$ cat config.mk
export PLATFORM = sky130hd
export DESIGN_NAME = ubc_top
export DESIGN_NICKNAME = d
export VERILOG_FILES = /design/src/inc/ubc_pkg.sv /design/src/rtl/ubc_top.sv
export VERILOG_INCLUDE_DIRS = /design/src /design/src/inc
export SDC_FILE = /design/constraint.sdc
export NUM_CORES = 1
export LEC_CHECK = 0
export ABC_AREA = 1
export BUFFER_PORTS_ARGS = -buffer_cell sky130_fd_sc_hd__buf_2
export CAP_MARGIN = 15
export CORE_MARGIN = 2
export CORE_UTILIZATION = 30
export DETAILED_ROUTE_END_ITERATION = 12
export HOLD_SLACK_MARGIN = 0.05
export SLEW_MARGIN = 30
export SYNTH_ARGS = -nofsm -noshare
export SYNTH_HDL_FRONTEND = slang
export SYNTH_SLANG_ARGS = --single-unit
$ cat constraint.sdc
create_clock -name aclk -period 4.7 [get_ports aclk]
set_clock_uncertainty 0.1 [all_clocks]
set_input_delay 0.705 -clock aclk [delete_from_list [all_inputs] [get_ports aclk]]
set_output_delay 0.705 -clock aclk [all_outputs]
set_load 0.03 [all_outputs]
$ cat src/inc/ubc_params.svh
// Constants for the baud control and status block
`ifndef UBC_PARAMS_SVH
`define UBC_PARAMS_SVH

// ****************************************************************
// Register byte addresses
// ****************************************************************
`define UBC_ADDR_BCS      8'h00
`define UBC_ADDR_IST      8'h04
`define UBC_ADDR_IMK      8'h08
`define UBC_ADDR_CFG      8'h0C
`define UBC_ADDR_DIV      8'h10

// ****************************************************************
// Field positions and reset values
// ****************************************************************
`define UBC_B_OVF         7
`define UBC_B_IDLE        6
`define UBC_B_POL         4
`define UBC_B_WIDE        3
`define UBC_B_WAKE        1
`define UBC_B_ABD         0
`define UBC_B_SYNC        0
`define UBC_I_WAKE        0
`define UBC_I_ABD         1
`define UBC_I_OVF         2
`define UBC_IRQ_W         3
`define UBC_BCS_RST       8'h40

// ****************************************************************
// Timing and bus answers
// ****************************************************************
`define UBC_FRAME_BITS    4'hA
`define UBC_ABD_LAST_RISE 3'h3
`define UBC_ABD_SHIFT     3
`define UBC_LIM_WIDE      16'hFFFF
`define UBC_LIM_NARROW    16'h00FF
`define UBC_RESP_OKAY     2'h0
`define UBC_RESP_SLVERR   2'h2

`endif

$ cat src/inc/ubc_pkg.sv
// Types for the baud control and status block
package ubc_pkg;

   typedef enum logic [1:0] {
      ABD_IDLE  = 2'b00,
      ABD_START = 2'b01,
      ABD_FIRST = 2'b10,
      ABD_MEAS  = 2'b11
   } ubc_abd_e;

   typedef struct packed {
      logic        rx_m1;
      logic        rx_m2;
      logic        rx_m3;
      logic        rx_lvl;
      logic        awready;
      logic        wready;
      logic        bvalid;
      logic [1:0]  bresp;
      logic [7:0]  awaddr;
      logic [31:0] wdata;
      logic [3:0]  wstrb;
      logic        arready;
      logic        rvalid;
      logic [1:0]  rresp;
      logic [31:0] rdata;
      logic        ovf;
      logic        rx_idle;
      logic        pol;
      logic        wide;
      logic        wake;
      logic        wake_seen;
      logic        abd_en;
      logic        sync_mode;
      logic [15:0] divisor;
      logic [15:0] brg_cnt;
      logic [15:0] abd_timer;
      logic [2:0]  abd_rises;
      ubc_abd_e    abd_st;
      logic [3:0]  bit_cnt;
      logic [2:0]  ist;
      logic [2:0]  imask;
      logic        irq;
      logic        tx;
      logic        ck;
   } ubc_state_s;

endpackage : ubc_pkg

$ cat src/rtl/ubc_top.sv
// Baud control and status block with AXI4-Lite register access
//
// Function
// [RULE_01] Overflow flag set on auto-baud timer overflow
// [RULE_02] Receive-idle flag low during character reception
// [RULE_03] Polarity bit inverts transmit idle level, async
// [RULE_04] Polarity bit selects clock idle level, sync
// [RULE_05] Width bit set selects 16-bit generator
// [RULE_06] Width bit clear selects 8-bit generator
// [RULE_07] Wake: falling edge interrupts, rising edge clears
// [RULE_08] Wake clear: receive pin not monitored
// [RULE_09] Auto-baud measures 55h field, self-clears
// [RULE_10] Clear enable means disabled or completed
// [RULE_11] Bits 5 and 2 read zero, ignore writes
// [RULE_12] Reset: idle flag one, others zero
//
// The implementer's own choices: the register addresses and register access over AXI4-Lite.
`timescale 1ns/10ps
`default_nettype none
`include "ubc_params.svh"

module ubc_top #(
   parameter logic [3:0] FRAME_BITS = `UBC_FRAME_BITS
) (
   // Clock and reset
   input  wire logic        aclk,
   input  wire logic        aresetn,
   // Write address channel
   input  wire logic [7:0]  awaddr,
   input  wire logic        awvalid,
   output logic             awready,
   // Write data channel
   input  wire logic [31:0] wdata,
   input  wire logic [3:0]  wstrb,
   input  wire logic        wvalid,
   output logic             wready,
   // Write response channel
   output logic [1:0]       bresp,
   output logic             bvalid,
   input  wire logic        bready,
   // Read address channel
   input  wire logic [7:0]  araddr,
   input  wire logic        arvalid,
   output logic             arready,
   // Read data channel
   output logic [31:0]      rdata,
   output logic [1:0]       rresp,
   output logic             rvalid,
   input  wire logic        rready,
   // Serial lines and datapath
   input  wire logic        rx_pin,
   input  wire logic        tx_bit,
   input  wire logic        sync_clk_run,
   output logic             tx_pin,
   output logic             ck_pin,
   // Interrupt
   output logic             irq
);
   import ubc_pkg::*;

   ubc_state_s s_q;
   ubc_state_s s_d;
   logic       fall;
   logic       rise;
   logic       tick;
   logic [15:0] div_eff;

   // ****************************************************************
   // Next-state logic
   // ****************************************************************
   always_comb begin
      logic [2:0]  ev;
      logic        async_m;
      logic        rd_clr;
      logic [15:0] limit;
      logic [7:0]  bcs;
      logic [7:0]  a;
      ev      = '0;
      limit   = '0;
      rd_clr  = 1'b0;
      a       = '0;
      s_d     = s_q;
      async_m = ~s_q.sync_mode;
      bcs     = 8'h00;
      bcs[`UBC_B_OVF]  = s_q.ovf;
      bcs[`UBC_B_IDLE] = s_q.rx_idle;
      bcs[`UBC_B_POL]  = s_q.pol;
      bcs[`UBC_B_WIDE] = s_q.wide;
      bcs[`UBC_B_WAKE] = s_q.wake;
      bcs[`UBC_B_ABD]  = s_q.abd_en;

      // Three-stage pin sampler; a change counts once the last two stages agree
      s_d.rx_m1 = rx_pin;
      s_d.rx_m2 = s_q.rx_m1;
      s_d.rx_m3 = s_q.rx_m2;
      if (s_q.rx_m2 == s_q.rx_m3) begin
         s_d.rx_lvl = s_q.rx_m3;
      end
      fall = s_q.rx_lvl & ~s_d.rx_lvl;
      rise = ~s_q.rx_lvl & s_d.rx_lvl;

      // Baud generator: narrow mode ignores the divisor high byte
      div_eff = s_q.wide ? s_q.divisor                      // [RULE_05]
                         : {8'h00, s_q.divisor[7:0]};        // [RULE_06]
      limit   = s_q.wide ? `UBC_LIM_WIDE : `UBC_LIM_NARROW;
      tick    = (s_q.brg_cnt == 16'h0000);
      s_d.brg_cnt = tick ? div_eff : s_q.brg_cnt - 16'h0001;

      // ****************************************************************
      // Register bus
      // ****************************************************************
      if (awvalid && s_q.awready) begin
         s_d.awaddr  = awaddr;
         s_d.awready = 1'b0;
      end
      if (wvalid && s_q.wready) begin
         s_d.wdata  = wdata;
         s_d.wstrb  = wstrb;
         s_d.wready = 1'b0;
      end
      if (!s_q.awready && !s_q.wready && !s_q.bvalid) begin
         s_d.bvalid = 1'b1;
         s_d.bresp  = `UBC_RESP_OKAY;
         a = {s_q.awaddr[7:2], 2'b00};
         if (a == `UBC_ADDR_BCS) begin
            // Read-only and unimplemented positions are not stored
            if (s_q.wstrb[0]) begin                          // [RULE_11]
               s_d.pol    = s_q.wdata[`UBC_B_POL];
               s_d.wide   = s_q.wdata[`UBC_B_WIDE];
               s_d.wake   = s_q.wdata[`UBC_B_WAKE];
               s_d.abd_en = s_q.wdata[`UBC_B_ABD];
            end
         end else if (a == `UBC_ADDR_IMK) begin
            if (s_q.wstrb[0]) begin
               s_d.imask = s_q.wdata[`UBC_IRQ_W-1:0];
            end
         end else if (a == `UBC_ADDR_CFG) begin
            if (s_q.wstrb[0]) begin
               s_d.sync_mode = s_q.wdata[`UBC_B_SYNC];
            end
         end else if (a == `UBC_ADDR_DIV) begin
            if (s_q.wstrb[0]) begin
               s_d.divisor[7:0] = s_q.wdata[7:0];
            end
            if (s_q.wstrb[1]) begin
               s_d.divisor[15:8] = s_q.wdata[15:8];
            end
         end else if (a != `UBC_ADDR_IST) begin
            s_d.bresp = `UBC_RESP_SLVERR;
         end
      end
      if (s_q.bvalid && bready) begin
         s_d.bvalid  = 1'b0;
         s_d.awready = 1'b1;
         s_d.wready  = 1'b1;
      end
      if (arvalid && s_q.arready) begin
         s_d.arready = 1'b0;
         s_d.rvalid  = 1'b1;
         s_d.rresp   = `UBC_RESP_OKAY;
         s_d.rdata   = 32'h0000_0000;
         a = {araddr[7:2], 2'b00};
         unique case (a)
            `UBC_ADDR_BCS: s_d.rdata[7:0] = bcs;             // [RULE_11]
            `UBC_ADDR_IST: begin
               s_d.rdata[`UBC_IRQ_W-1:0] = s_q.ist;
               rd_clr = 1'b1;
            end
            `UBC_ADDR_IMK: s_d.rdata[`UBC_IRQ_W-1:0] = s_q.imask;
            `UBC_ADDR_CFG: s_d.rdata[`UBC_B_SYNC] = s_q.sync_mode;
            `UBC_ADDR_DIV: s_d.rdata[15:0] = s_q.divisor;
            default:       s_d.rresp = `UBC_RESP_SLVERR;
         endcase
      end
      if (s_q.rvalid && rready) begin
         s_d.rvalid  = 1'b0;
         s_d.arready = 1'b1;
      end

      // ****************************************************************
      // Receive-idle tracking
      // ****************************************************************
      if (async_m) begin
         if (s_q.rx_idle && fall && !s_q.wake) begin
            s_d.rx_idle = 1'b0;                              // [RULE_02]
            s_d.bit_cnt = 4'h0;
            // Realign the generator so bit boundaries follow the start
            s_d.brg_cnt = div_eff;
         end else if (!s_q.rx_idle && tick) begin
            s_d.bit_cnt = s_q.bit_cnt + 4'h1;
            if (s_q.bit_cnt == FRAME_BITS - 4'h1) begin
               s_d.rx_idle = 1'b1;                           // [RULE_02]
            end
         end
      end else begin
         s_d.rx_idle = 1'b1;
      end

      // ****************************************************************
      // Wake-up monitor
      // ****************************************************************
      if (async_m && s_q.wake) begin
         if (fall) begin
            ev[`UBC_I_WAKE] = 1'b1;                          // [RULE_07]
            s_d.wake_seen   = 1'b1;
         end
         if (rise && s_q.wake_seen) begin
            s_d.wake      = 1'b0;                            // [RULE_07]
            s_d.wake_seen = 1'b0;
         end
      end
      if (!s_q.wake) begin
         s_d.wake_seen = 1'b0;                               // [RULE_08]
      end

      // ****************************************************************
      // Auto-baud measurement over the 55h field
      // ****************************************************************
      // Timing runs from the first to the fifth rising edge, eight bits
      unique case (s_q.abd_st)
         ABD_IDLE: begin
            if (s_q.abd_en && async_m) begin
               s_d.abd_st = ABD_START;
               s_d.ovf    = 1'b0;                            // [RULE_01]
            end
         end
         ABD_START: begin
            if (fall) begin
               s_d.abd_st = ABD_FIRST;
            end
         end
         ABD_FIRST: begin
            if (rise) begin
               s_d.abd_st    = ABD_MEAS;                     // [RULE_09]
               s_d.abd_timer = 16'h0000;
               s_d.abd_rises = 3'h0;
            end
         end
         ABD_MEAS: begin
            s_d.abd_timer = s_q.abd_timer + 16'h0001;
            if (rise) begin
               s_d.abd_rises = s_q.abd_rises + 3'h1;
               if (s_q.abd_rises == `UBC_ABD_LAST_RISE) begin
                  s_d.divisor = s_q.abd_timer >> `UBC_ABD_SHIFT;
                  s_d.abd_en  = 1'b0;                        // [RULE_10]
                  s_d.abd_st  = ABD_IDLE;
                  ev[`UBC_I_ABD] = 1'b1;
               end
            end else if (s_q.abd_timer == limit) begin
               s_d.ovf    = 1'b1;                            // [RULE_01]
               s_d.abd_en = 1'b0;
               s_d.abd_st = ABD_IDLE;
               ev[`UBC_I_OVF] = 1'b1;
            end
         end
      endcase
      // Software abort or a switch to synchronous mode drops the run
      if (s_q.abd_st != ABD_IDLE && (!s_q.abd_en || !async_m)) begin
         s_d.abd_st = ABD_IDLE;
      end

      // ****************************************************************
      // Line drivers and interrupt
      // ****************************************************************
      if (async_m) begin
         s_d.tx = tx_bit ^ s_q.pol;                          // [RULE_03]
         s_d.ck = 1'b0;
      end else begin
         s_d.tx = tx_bit;
         if (!sync_clk_run) begin
            s_d.ck = s_q.pol;                                // [RULE_04]
         end else if (tick) begin
            s_d.ck = ~s_q.ck;
         end
      end
      // An event in the clearing cycle survives: set wins
      s_d.ist = (rd_clr ? 3'b000 : s_q.ist) | ev;
      s_d.irq = |(s_d.ist & s_d.imask);
   end

   // ****************************************************************
   // State register
   // ****************************************************************
   always_ff @(posedge aclk) begin
      if (!aresetn) begin
         s_q         <= '0;                                  // [RULE_12]
         s_q.rx_m1   <= 1'b1;
         s_q.rx_m2   <= 1'b1;
         s_q.rx_m3   <= 1'b1;
         s_q.rx_lvl  <= 1'b1;
         s_q.rx_idle <= 1'(`UBC_BCS_RST >> `UBC_B_IDLE);     // [RULE_12]
         s_q.awready <= 1'b1;
         s_q.wready  <= 1'b1;
         s_q.arready <= 1'b1;
         s_q.tx      <= 1'b1;
      end else begin
         s_q <= s_d;
      end
   end

   assign awready = s_q.awready;
   assign wready  = s_q.wready;
   assign bvalid  = s_q.bvalid;
   assign bresp   = s_q.bresp;
   assign arready = s_q.arready;
   assign rvalid  = s_q.rvalid;
   assign rresp   = s_q.rresp;
   assign rdata   = s_q.rdata;
   assign tx_pin  = s_q.tx;
   assign ck_pin  = s_q.ck;
   assign irq     = s_q.irq;
endmodule : ubc_top
`default_nettype wire

==> results of run 1 <==
worst paths after layout:
check                              start  endpoint  cells past startpoint
worst max-delay path             arvalid       irq                      8
worst min-delay path            s_d[161]  s_d[160]                      1
worst max register to register   arready       irq                      7
worst min register to register  s_d[161]  s_d[160]                      1
layer usage:
metal	wire (um)	vias up	track usage
met1	7190	2395	0.188
met4	361	0	0.0591
met3	696	26	0.0382
li1	-	2811	-
met2	6940	131	0.235
met5	0	-	0
critical path, stage by stage:
cell	delay, ns
buf_2	0.09
nand2_1	0.14
clkinv_1	0.69
nand2_1	0.37
a21oi_1	0.13
nor2_1	0.11
nor2_1	0.06
nand2_1	0.06
flip-flops by register name, summed over array words and instances (netlist names):
signal   count
rdata       16
arready      1
bvalid       1
bresp        1
tx_pin       1
rresp        1
wready       1
irq          1
awready      1
ck_pin       1
s_d          2
rvalid       1
s_q         97
report_power, final:
part           leakage (nW)  switching (mW)  total [mW]  internal, mW
combinational          1.76           0.539       0.809         0.270
clock                 0.289           0.477        1.33         0.857
sequential             1.02          0.0708        1.23          1.16
total                  3.07            1.09        3.37          2.28
cell usage after synthesis, types with 3 or more instances:
master    instances  share of area
nand2_4           4         0.0073
or2_2             4         0.0041
nand2_1         135          0.082
xor2_1            7          0.010
a21oi_1          82          0.067
nand3b_1          4         0.0049
inv_2             6         0.0037
dfxtp_1         125           0.41
nor2_2            6         0.0061
clkbuf_1         12         0.0073
nor3_1           16          0.013
buf_2             5         0.0041
o211ai_1          4         0.0049
o21ai_0          88          0.072
o21ai_1           9         0.0073
inv_1            98          0.060
nand4_1           8         0.0081
nand3_1          40          0.033
xnor2_1           3         0.0043
buf_4            37          0.045
o221ai_1          4         0.0057
o21a_1            4         0.0049
nor2_1           98          0.060
nor2_4            5         0.0092
ha_1             11          0.022
inv_4             3         0.0031
a31oi_1           3         0.0031
cell type report:
| cell class | count | share of cell area |
|---|---|---|
| sequential | 125 | 0.351 |
| clock buffer | 21 | 0.0645 |
| tap | 270 | 0.0474 |
| inverter | 109 | 0.0584 |
| multi-input combinational | 572 | 0.409 |
| timing repair buffer | 69 | 0.0498 |
| clock inverter | 11 | 0.0198 |
cells in the final DEF (no fill, tap or decap), types with 4 or more instances in the layout:
| master | n |
|---|---|
| or2_2 | 4 |
| dfxtp_1 | 125 |
| buf_2 | 65 |
| nor2_1 | 98 |
| clkinv_2 | 4 |
| o211ai_1 | 4 |
| nand3b_1 | 4 |
| nor3_1 | 16 |
| inv_2 | 7 |
| ha_1 | 11 |
| buf_4 | 4 |
| inv_1 | 96 |
| o221ai_1 | 4 |
| o21ai_1 | 9 |
| nand3_1 | 40 |
| o21ai_0 | 88 |
| nand2_1 | 135 |
| nor2_4 | 5 |
| xor2_1 | 7 |
| a21oi_1 | 82 |
| nor2_2 | 6 |
| conb_1 | 18 |
| clkbuf_16 | 17 |
| o21a_1 | 4 |
| nand4_1 | 8 |
| nand2_4 | 4 |
stage by stage:
step / utilization / worst slack [ns] / hold WS (ns)
5_1_grt: 0.354 / 2.36 / 0.326
2_1_floorplan: - / 2.92 / 0.293
3_3_place_gp: 0.324 / 2.17 / 0.297
3_5_place_dp: 0.324 / 2.16 / 0.298
6_report: 0.354 / 2.61 / 0.307
4_1_cts: 0.354 / 2.59 / 0.307
cell families after synthesis:
kind of cell | after synthesis | synth area share
AOI/OAI and AO/OA | 200 | 0.173
xor gates and xnor gates | 10 | 0.0142
DFF | 125 | 0.407
and+or+nand+nor | 333 | 0.255
adders and majority gates | 11 | 0.0224
other | 1 | 0.000610
buffers and inverters | 166 | 0.129
==> results_tabular.tex, run 1 <==
\begin{tabular}{lr}
\hline
Metric & Value \\
\hline
\multicolumn{2}{l}{\textbf{Clocking}} \\
\quad Maximum number of buffers from clock root to sink & 2 \\
\quad Clock network latency to the later pin of the worst-skew pair & 0.42 ns \\
\quad Clock slew at reported path FFs & 0.06 ns \\
\quad Cts hold-fix bufs & 0 \\
\quad Setup Fix Bufs, Post-CTS & 0 \\
\quad Number of CTS-inserted buffers & 17 \\
\quad TritonCTS Sinks & 125 \\
\quad CTS H-tree lvls & 4 \\
\quad CTS tree & yes \\
\quad Post-CTS Resized & 0 \\
\quad Root cell of the clock tree & clkbuf\_16 \\
\multicolumn{2}{l}{\textbf{Critical path}} \\
\quad Worst setup slack for register-to-register paths & 2.67 ns \\
\quad Required time worst endpoint & $\sim$5.0 ns \\
\quad CP Capture Type & flip-flop \\
\quad Biggest fanout along the worst timing path & 33 \\
\quad Startpoint types & input pin \\
\quad Class of the most critical setup path & in2reg \\
\quad Arrival @ worst endpoint & around 2.4 ns \\
\multicolumn{2}{l}{\textbf{Synthesis}} \\
\quad EDFF count, synth & 0 \\
\quad Syn Area/Cell & around 7.3 sq um \\
\quad Most used flip-flop cell after synthesis & dfxtp\_1 \\
\quad Number of distinct library cell variants in the gate-level netlist after synthesis & 46 \\
\quad Ys Warns & 0 \\
\quad Number of cells produced by synthesis & around 850 \\
\quad Async set-or-reset flop fraction in the synthesized netlist & 0 \\
\quad Sequential area share after synthesis & 0.407 \\
\quad Number of synthesized register bits & $\sim$130 \\
\quad Post-synthesis instance area & 0.00615 sq mm \\
\multicolumn{2}{l}{\textbf{STA}} \\
\quad Total of endpoints with negative setup slack in the final report & 0 \\
\quad Worst-margin pin slew & 0.846 ns \\
\quad Final hold violation count & 0 \\
\quad Max-Slew Margin vs Limit & 0.433 \\
\quad Peak clock frequency supported by timing & 0.479 GHz \\
\quad Setup\_tns & 0 ns \\
\quad Setup repair after global routing missed its margin & false \\
\quad Max-slew violations & 0 \\
\quad Final critical path time including I/O delays and setup & between 2 and 2.5 ns \\
\quad Post-route clock period utilization & 0.444 \\
\multicolumn{2}{l}{\textbf{Floorplan}} \\
\quad Top Ports & around 110 \\
\quad Die span in y & 147 um \\
\quad Num rows & between 50 and 60 \\
\quad Starting Density & 0.305 \\
\quad Core region area & between 0.02 and 0.025 sq mm \\
\quad Area enclosed by the die boundary & 0.0217 sq mm \\
\quad Die extent in x & between 100 and 150 um \\
\multicolumn{2}{l}{\textbf{Layout}} \\
\quad Footprint of the flip-flops and latches & $\sim$0.0025 sq mm \\
\quad Final std cells w/o fill & 1177 \\
\quad Combined area of the multi-input logic cells & 0.00292 sq mm \\
\quad Number of fill cells & approximately 2.2k \\
\quad Area of all placed cells without fillers & 0.00713 sq mm \\
\quad Number of antenna cells inserted & 0 \\
\quad Ratio of cells with drive above 1 in the final layout & 0.154 \\
\quad Area delta synth->final & 16.0\% \\
\quad Final layout net count & 967 \\
\multicolumn{2}{l}{\textbf{Power}} \\
\quad Total power & between 3 and 4 mW \\
\quad Leakage & roughly 3.1 nW \\
\quad Maximum vdd ir drop & about 190 uV \\
\quad Power Dens Cells & 472 mW/mm\^{}2 \\
\multicolumn{2}{l}{\textbf{GRT}} \\
\quad Total overflow reported by the global router & 0 \\
\quad Initial antenna violation count & 0 \\
\quad Vias in the first global route & $\sim$5.1k \\
\quad Wire length of the first global-routing pass & around 25 mm \\
\quad Largest net degree at the start of global routing & 37 \\
\quad Total routing usage reported by global routing & 0.147 \\
\multicolumn{2}{l}{\textbf{Routing}} \\
\quad Detailed-route wire length & roughly 15 mm \\
\quad First drt pass iteration count & 5 \\
\quad Number of vias per cell & about 4.6 \\
\quad Detailed-route via count & about 5.4k \\
\quad First DRT Iteration DRCs & 280 \\
\quad DRC Markers & 0 \\
\quad Final ANT Viol Nets & 0 \\
\quad Routed WL per cell & between 10 and 15 um \\
\multicolumn{2}{l}{\textbf{Job}} \\
\quad Number of max-cap violations & 0 \\
\multicolumn{2}{l}{\textbf{Placement}} \\
\quad Number of buffers added on ports & 65 \\
\quad Cell area after placement & $\sim$0.0065 sq mm \\
\quad Final weighted congestion of routability-driven global placement & around 0.87 \\
\quad Placed insts & roughly 1.1k \\
\quad HPWL after detailed placement & 11.2 mm \\
\multicolumn{2}{l}{\textbf{Hold path}} \\
\quad Type of the worst min-delay path & reg2reg \\
\multicolumn{2}{l}{\textbf{Run status}} \\
\quad Run status & complete, no violations \\
\hline
\end{tabular}
Note: power is estimated with default switching activity, not from simulation.
==> inputs of run 2 (changes only) <==
ABC_AREA = 0   (was 1)
clock period = 2.1 ns   (was 4.7 ns; I/O delays follow)
==> results_tabular.tex, run 2 <==
\begin{tabular}{lr}
\hline
Metric & Value \\
\hline
\multicolumn{2}{l}{\textbf{Routing}} \\
\quad Routed WL per cell & 14.0 um (+8.9\%) \\
\quad First drt pass iteration count & 5 (unchanged) \\
\quad Number of vias per cell & 4.82 (+5.8\%) \\
\quad Detailed-route wire length & 14.3 mm (-6.1\%) \\
\quad First DRT Iteration DRCs & 270 (-3.6\%) \\
\quad Detailed-route via count & 4892 (-8.8\%) \\
\quad DRC Markers & 0 (unchanged) \\
\quad Final ANT Viol Nets & 0 (unchanged) \\
\multicolumn{2}{l}{\textbf{Critical path}} \\
\quad Sum of buffers and inverters on the critical path & 0 (-2) \\
\quad Startpoint types & flip-flop \\
\quad Required time worst endpoint & 2.32 ns (-2.65 ns) \\
\quad Arrival @ worst endpoint & 2.26 ns (-0.09 ns) \\
\quad Worst setup slack for register-to-register paths & 0.07 ns (-2.60 ns) \\
\quad Biggest fanout along the worst timing path & 4 (-88\%) \\
\quad Slowest CP cell & or4\_4 \\
\quad Class of the most critical setup path & reg2reg \\
\quad Delay of the slowest cell on the worst path & 0.54 ns (-0.15 ns) \\
\quad Gate family responsible for the most delay along the worst path & simple AND/OR/NAND/NOR gates \\
\quad CP Capture Type & flip-flop \\
\quad Critical path, cell by cell & or4\_4, or3\_4, or4\_1, a311oi\_1 \\
\multicolumn{2}{l}{\textbf{GRT}} \\
\quad Wire length of the first global-routing pass & 23.2 mm (-7.8\%) \\
\quad Vias in the first global route & 4509 (-12\%) \\
\quad Total overflow reported by the global router & 0 (unchanged) \\
\quad Total routing usage reported by global routing & 0.146 (-0.00101) \\
\quad Largest net degree at the start of global routing & 48 (+30\%) \\
\quad Initial antenna violation count & 0 (unchanged) \\
\multicolumn{2}{l}{\textbf{Synthesis}} \\
\quad Async set-or-reset flop fraction in the synthesized netlist & 0 (unchanged) \\
\quad Sequential area share after synthesis & 0.435 (+0.0283) \\
\quad Share of the synthesized area in the top cell type & 0.435 (+0.0283) \\
\quad Syn Area/Cell & 8.50 sq um (+17\%) \\
\quad Ys Warns & 0 (unchanged) \\
\quad Number of cells produced by synthesis & 676 (-20\%) \\
\quad EDFF count, synth & 0 (unchanged) \\
\quad Number of synthesized register bits & 125 (unchanged) \\
\quad Number of distinct library cell variants in the gate-level netlist after synthesis & 59 (+28\%) \\
\quad Leading cell type by number of instances after synthesis & dfxtp\_1 \\
\quad Library cell with the largest summed area after synthesis & dfxtp\_1 \\
\quad Ranking of synthesized cells by area & dfxtp\_1 (44\%), a21oi\_1 (5.6\%), nand2\_1 (5.5\%) \\
\quad Most used flip-flop cell after synthesis & dfxtp\_1 \\
\quad Post-synthesis instance area & 0.00575 sq mm (-6.5\%) \\
\quad Top cell types by occurrence after synthesis & dfxtp\_1 (125), nand2\_1 (84), nor2\_1 (68) \\
\multicolumn{2}{l}{\textbf{Floorplan}} \\
\quad Top Ports & 106 (unchanged) \\
\quad Die extent in x & 142 um (-3.2\%) \\
\quad Die span in y & 142 um (-3.2\%) \\
\quad Area enclosed by the die boundary & 0.0203 sq mm (-6.3\%) \\
\quad Starting Density & 0.306 (+0.00143) \\
\quad Num rows & 50 (-3.8\%) \\
\quad Core region area & 0.0188 sq mm (-6.9\%) \\
\multicolumn{2}{l}{\textbf{STA}} \\
\quad Post-route clock period utilization & 0.969 \\
\quad Fin Hold WS & 0.0640 ns (-0.243 ns) \\
\quad Peak clock frequency supported by timing & roughly 0.5 GHz \\
\quad Total of endpoints with negative setup slack in the final report & 0 (unchanged) \\
\quad Worst-case setup margin in the final layout & 0.0654 ns (-2.55 ns) \\
\quad Final hold violation count & 0 (unchanged) \\
\quad Setup repair after global routing missed its margin & false \\
\quad Max-slew violations & 0 (unchanged) \\
\quad Final critical path time including I/O delays and setup & around 2 ns \\
\multicolumn{2}{l}{\textbf{Clocking}} \\
\quad Clock network latency to the later pin of the worst-skew pair & 0.41 ns (about the same) \\
\quad CTS tree & yes \\
\quad CTS H-tree lvls & 4 (unchanged) \\
\quad Root cell of the clock tree & clkbuf\_16 \\
\quad Clock slew at reported path FFs & 0.06 ns (about the same) \\
\quad Maximum number of buffers from clock root to sink & 2 (unchanged) \\
\quad TritonCTS Sinks & 125 (unchanged) \\
\quad Number of CTS-inserted buffers & 17 (unchanged) \\
\multicolumn{2}{l}{\textbf{Placement}} \\
\quad Final weighted congestion of routability-driven global placement & 0.827 (-4.5\%) \\
\quad Number of buffers added on ports & 65 (unchanged) \\
\quad Post-placement worst setup slack & -0.0504 ns (-2.21 ns) \\
\quad Placed insts & 963 (-16\%) \\
\quad HPWL after detailed placement & 10.2 mm (-9.0\%) \\
\multicolumn{2}{l}{\textbf{Layout}} \\
\quad Commonest cells after routing, fill and taps aside & dfxtp\_1 (125), nand2\_1 (84), nor2\_1 (68) \\
\quad Leading cell type in the layout, fill and taps excluded & dfxtp\_1 \\
\quad Max FFs per register & 97 (unchanged) \\
\quad Final layout net count & 841 (-13\%) \\
\quad Number of antenna cells inserted & 0 (unchanged) \\
\quad Final std cells w/o fill & 1015 (-14\%) \\
\quad Ratio of cells with drive above 1 in the final layout & 0.197 (+0.0428) \\
\quad Area delta synth->final & 23.7\% \\
\quad Largest reg by FF count & s\_q \\
\multicolumn{2}{l}{\textbf{Power}} \\
\quad Leakage & 2.99 nW (-2.8\%) \\
\quad Total power & 6.88 mW (+100\%) \\
\quad Maximum vdd ir drop & 557 uV (+190\%) \\
\quad Power Dens Cells & 967 mW/mm\^{}2 (+100\%) \\
\multicolumn{2}{l}{\textbf{Run status}} \\
\quad Run status & complete, no violations \\
\multicolumn{2}{l}{\textbf{Job}} \\
\quad Number of max-cap violations & 0 (unchanged) \\
\multicolumn{2}{l}{\textbf{Hold path}} \\
\quad Type of the worst min-delay path & in2reg \\
\hline
\end{tabular}
## run 2: changes by cell type after synthesis, sizes merged, moves of 11 or more
cell	previous run	this run
a21oi	82	64
clkbuf	12	26
nor2	110	68
nand3	43	29
nand2	142	84
o21ai	98	22
xnor2	3	14
inv	107	16
mux2i	0	27
## run 2: power breakdown
group | switching, mW | internal [mW] | total [mW]
Clock | 1.04 | 1.55 | 2.60
Sequential | 0.140 | 2.54 | 2.68
Combinational | 0.808 | 0.789 | 1.60
Total | 1.99 | 4.89 | 6.88
## run 2: worst register-to-register path: cells and delay by family (launching register included)
family	cells	cell delay (ns)
AND/OR/NAND/NOR	3	1.32
flip-flops	1	0.33
AO/OA/AOI/OAI	1	0.20
## run 2: kinds of logic after synthesis
kind of cell / count (synthesis) / synth area share
AOI/OAI and AO/OA: 133 / 0.140
xor gates and xnor gates: 25 / 0.0381
adders and majority gates: 11 / 0.0239
buffers and inverters: 83 / 0.0779
DFF: 125 / 0.435
muxes: 30 / 0.0529
other: 1 / 0.000652
and+or+nand+nor: 268 / 0.231
## run 2: final timing paths
path / startpoint / endpoint / depth (start not counted)
setup / recovery: s_q[41] / s_q[49] / 4
hold / removal: wdata[8] / s_q[122] / 3
hold reg to reg: s_d[161] / s_d[160] / 1
setup reg to reg: s_q[41] / s_q[49] / 4
## run 2: stage by stage
step	area (sq um)	TNS (ns)	util
3_5_place_dp	6350	-0.0504	0.339
2_1_floorplan	5810	0	-
3_3_place_gp	6350	-0.0119	0.339
4_1_cts	7080	0	0.377
6_report	7110	0	0.379
5_1_grt	7110	0	0.379
## run 2: area by class of cell
type | count | area [sq um]
Fill cell | 1918 | 11700
Multi-Input combinational cell | 485 | 2900
Sequential cell | 125 | 2500
Timing Repair Buffer | 123 | 833
Clock buffer | 21 | 460
Tap cell | 234 | 293
Clock inverter | 11 | 70.1
Inverter | 16 | 60.1
## run 2: metal layers
metal	GRT usage	wire length, um	vias to the layer above
li1	-	-	2501
met1	0.195	6940	2268
met2	0.228	6540	109
met3	0.0390	577	14
met4	0.0469	196	0
met5	0	0	-
## run 2: repair_timing
item | CTS | global route
gates resized for setup | 1 | 5
pin swaps | 0 | 2
endpoints found under the hold margin | 21 | 0
hold buffers | 19 | 0
setup endpoints to repair | 1 | 18
gates cloned | 0 | 0
setup buffers | 0 | 1
==> inputs of run 3 (changes only) <==
ABC_CLOCK_PERIOD_IN_PS = 2450   (was default)
clock period = 2.45 ns   (was 2.1 ns; I/O delays follow)
==> results_tabular.tex, run 3 (synthesis gave the netlist of run 2 again) <==
\begin{tabular}{lr}
\hline
Metric & Value \\
\hline
\multicolumn{2}{l}{\textbf{Clocking}} \\
\quad Maximum number of buffers from clock root to sink & 2 (unchanged) \\
\quad TritonCTS Sinks & 125 (unchanged) \\
\quad Clock slew at reported path FFs & 0.06 ns (about the same) \\
\quad CTS H-tree lvls & 4 (unchanged) \\
\quad Root cell of the clock tree & clkbuf\_16 \\
\quad Number of CTS-inserted buffers & 17 (unchanged) \\
\quad CTS tree & yes \\
\quad Clock network latency to the later pin of the worst-skew pair & 0.41 ns (about the same) \\
\quad Setup Fix Bufs, Post-CTS & 0 (unchanged) \\
\multicolumn{2}{l}{\textbf{Floorplan}} \\
\quad Top Ports & 106 (unchanged) \\
\quad Core region area & 0.0188 sq mm (unchanged) \\
\quad Die span in y & 142 um (unchanged) \\
\quad Starting Density & 0.306 (unchanged) \\
\quad Area enclosed by the die boundary & 0.0203 sq mm (unchanged) \\
\quad Die extent in x & 142 um (unchanged) \\
\quad Num rows & 50 (unchanged) \\
\multicolumn{2}{l}{\textbf{STA}} \\
\quad Worst-margin pin slew & about 0.69 ns \\
\quad Setup\_tns & 0 ns (unchanged) \\
\quad Final critical path time including I/O delays and setup & 2.24 ns (+0.204 ns) \\
\quad Max-Slew Margin vs Limit & 0.542 \\
\quad Total of endpoints with negative setup slack in the final report & 0 (unchanged) \\
\quad Post-route clock period utilization & 0.914 (-0.0552) \\
\quad Max-slew violations & 0 (unchanged) \\
\quad Setup repair after global routing missed its margin & false \\
\quad Final hold violation count & 0 (unchanged) \\
\quad Peak clock frequency supported by timing & 0.447 GHz (-9.1\%) \\
\multicolumn{2}{l}{\textbf{Hold path}} \\
\quad Min-Delay Startpoint & wvalid \\
\quad Type of the worst min-delay path & in2reg \\
\quad Hold path cells & 2 (-1) \\
\multicolumn{2}{l}{\textbf{Job}} \\
\quad Number of max-cap violations & 0 (unchanged) \\
\multicolumn{2}{l}{\textbf{Placement}} \\
\quad Placed insts & 944 (-2.0\%) \\
\quad HPWL after detailed placement & 10.0 mm (-2.1\%) \\
\quad Final weighted congestion of routability-driven global placement & 0.829 (+0.27\%) \\
\quad Number of buffers added on ports & 65 (unchanged) \\
\multicolumn{2}{l}{\textbf{GRT}} \\
\quad Wire length of the first global-routing pass & 22.8 mm (-1.5\%) \\
\quad Total routing usage reported by global routing & 0.144 (-0.00166) \\
\quad Largest net degree at the start of global routing & 32 (-33\%) \\
\quad Initial antenna violation count & 0 (unchanged) \\
\quad Total overflow reported by the global router & 0 (unchanged) \\
\quad Vias in the first global route & 4397 (-2.5\%) \\
\multicolumn{2}{l}{\textbf{Critical path}} \\
\quad Arrival @ worst endpoint & 2.48 ns (+0.22 ns) \\
\quad Class of the most critical setup path & reg2reg \\
\quad CP Capture Type & flip-flop \\
\quad Depth of the most critical reg-to-reg path & 5 (+1) \\
\quad Required time worst endpoint & 2.69 ns (+0.37 ns) \\
\quad Startpoint types & flip-flop \\
\quad Start of the worst register-to-register path & s\_q[36] \\
\quad Origin of the worst setup path & s\_q[36] \\
\quad Biggest fanout along the worst timing path & 6 (+2) \\
\multicolumn{2}{l}{\textbf{Routing}} \\
\quad First drt pass iteration count & 6 (+1) \\
\quad Detailed-route wire length & 13.9 mm (-2.8\%) \\
\quad First DRT Iteration DRCs & 198 (-27\%) \\
\quad DRC Markers & 0 (unchanged) \\
\quad Detailed-route via count & 4650 (-4.9\%) \\
\quad Number of vias per cell & 4.77 (-1.0\%) \\
\quad Routed WL per cell & 14.2 um (+1.2\%) \\
\quad Final ANT Viol Nets & 0 (unchanged) \\
\multicolumn{2}{l}{\textbf{Run status}} \\
\quad Run status & complete, no violations \\
\multicolumn{2}{l}{\textbf{Layout}} \\
\quad Leading cell type in the layout, fill and taps excluded & dfxtp\_1 \\
\quad Area delta synth->final & 16.7\% \\
\quad Ratio of cells with drive above 1 in the final layout & 0.163 (-0.0339) \\
\quad Commonest cells after routing, fill and taps aside & dfxtp\_1 (125), nand2\_1 (84), nor2\_1 (68) \\
\quad Final layout net count & 804 (-4.4\%) \\
\quad Max FFs per register & 97 (unchanged) \\
\quad Number of fill cells & 1959 (+2.1\%) \\
\quad Number of antenna cells inserted & 0 (unchanged) \\
\quad Largest reg by FF count & s\_q \\
\quad Final std cells w/o fill & 975 (-3.9\%) \\
\multicolumn{2}{l}{\textbf{Power}} \\
\quad Maximum vdd ir drop & 485 uV (-13\%) \\
\quad Power Dens Cells & 840 mW/mm\^{}2 (-13\%) \\
\quad Leakage & 2.80 nW (-6.2\%) \\
\hline
\end{tabular}
[run 3: metal layers]
layer	vias to the layer above	wire length (um)	track usage
li1	2427	-	-
met1	2137	7140	0.197
met2	75	6140	0.222
met3	11	451	0.0394
met4	0	128	0.0406
met5	-	0	0
[run 3: path summary, 6_finish.rpt]
check | to | slack (ns)
setup / recovery | s_q[12] | 0.21
hold / removal | wready | 0.07
setup reg to reg | s_q[12] | 0.21
hold reg to reg | s_d[160] | 0.32
[run 3: through the flow]
stage | power (mW) | area [sq um] | hold slack, ns | worst slack, ns | utilization
after global routing | 5.91 | 6710 | 0.0608 | 0.117 | 0.357
after floorplan | 3.21 | 5810 | 0.286 | 0.346 | -
final | 5.63 | 6710 | 0.0711 | 0.212 | 0.357
after detailed placement | 3.47 | 6190 | 0.313 | 0.242 | 0.330
after CTS | 5.68 | 6710 | 0.0624 | 0.228 | 0.357
after global placement | 3.45 | 6190 | 0.306 | 0.292 | 0.330
[run 3: timing repair]
item                                   4_1_cts  5_1_grt
hold buffers                                 2        0
gates resized for setup                      0        0
endpoints found under the hold margin        2        0
[run 3: final cells by class]
class	count	area (sq um)	share of cell area
Multi-Input combinational cell	485	2860	0.427
Sequential cell	125	2500	0.373
Clock buffer	27	493	0.0735
Timing Repair Buffer	86	488	0.0727
Tap cell	234	293	0.0436
Inverter	16	60.1	0.00895
Clock inverter	2	10.0	0.00149
[run 3: where the power goes]
part	switching, mW	total (mW)	internal [mW]
Clock	0.841	2.19	1.35
Combinational	0.622	1.13	0.505
Sequential	0.133	2.31	2.18
Total	1.60	5.63	4.04
[run 3: worst max-delay path, cell delays in order, from the launching register on]
cell	delay (ns)
dfxtp_1	0.36
or4_4	0.56
nor4b_4	0.41
nand3_2	0.20
or3_1	0.39
a21oi_1	0.14
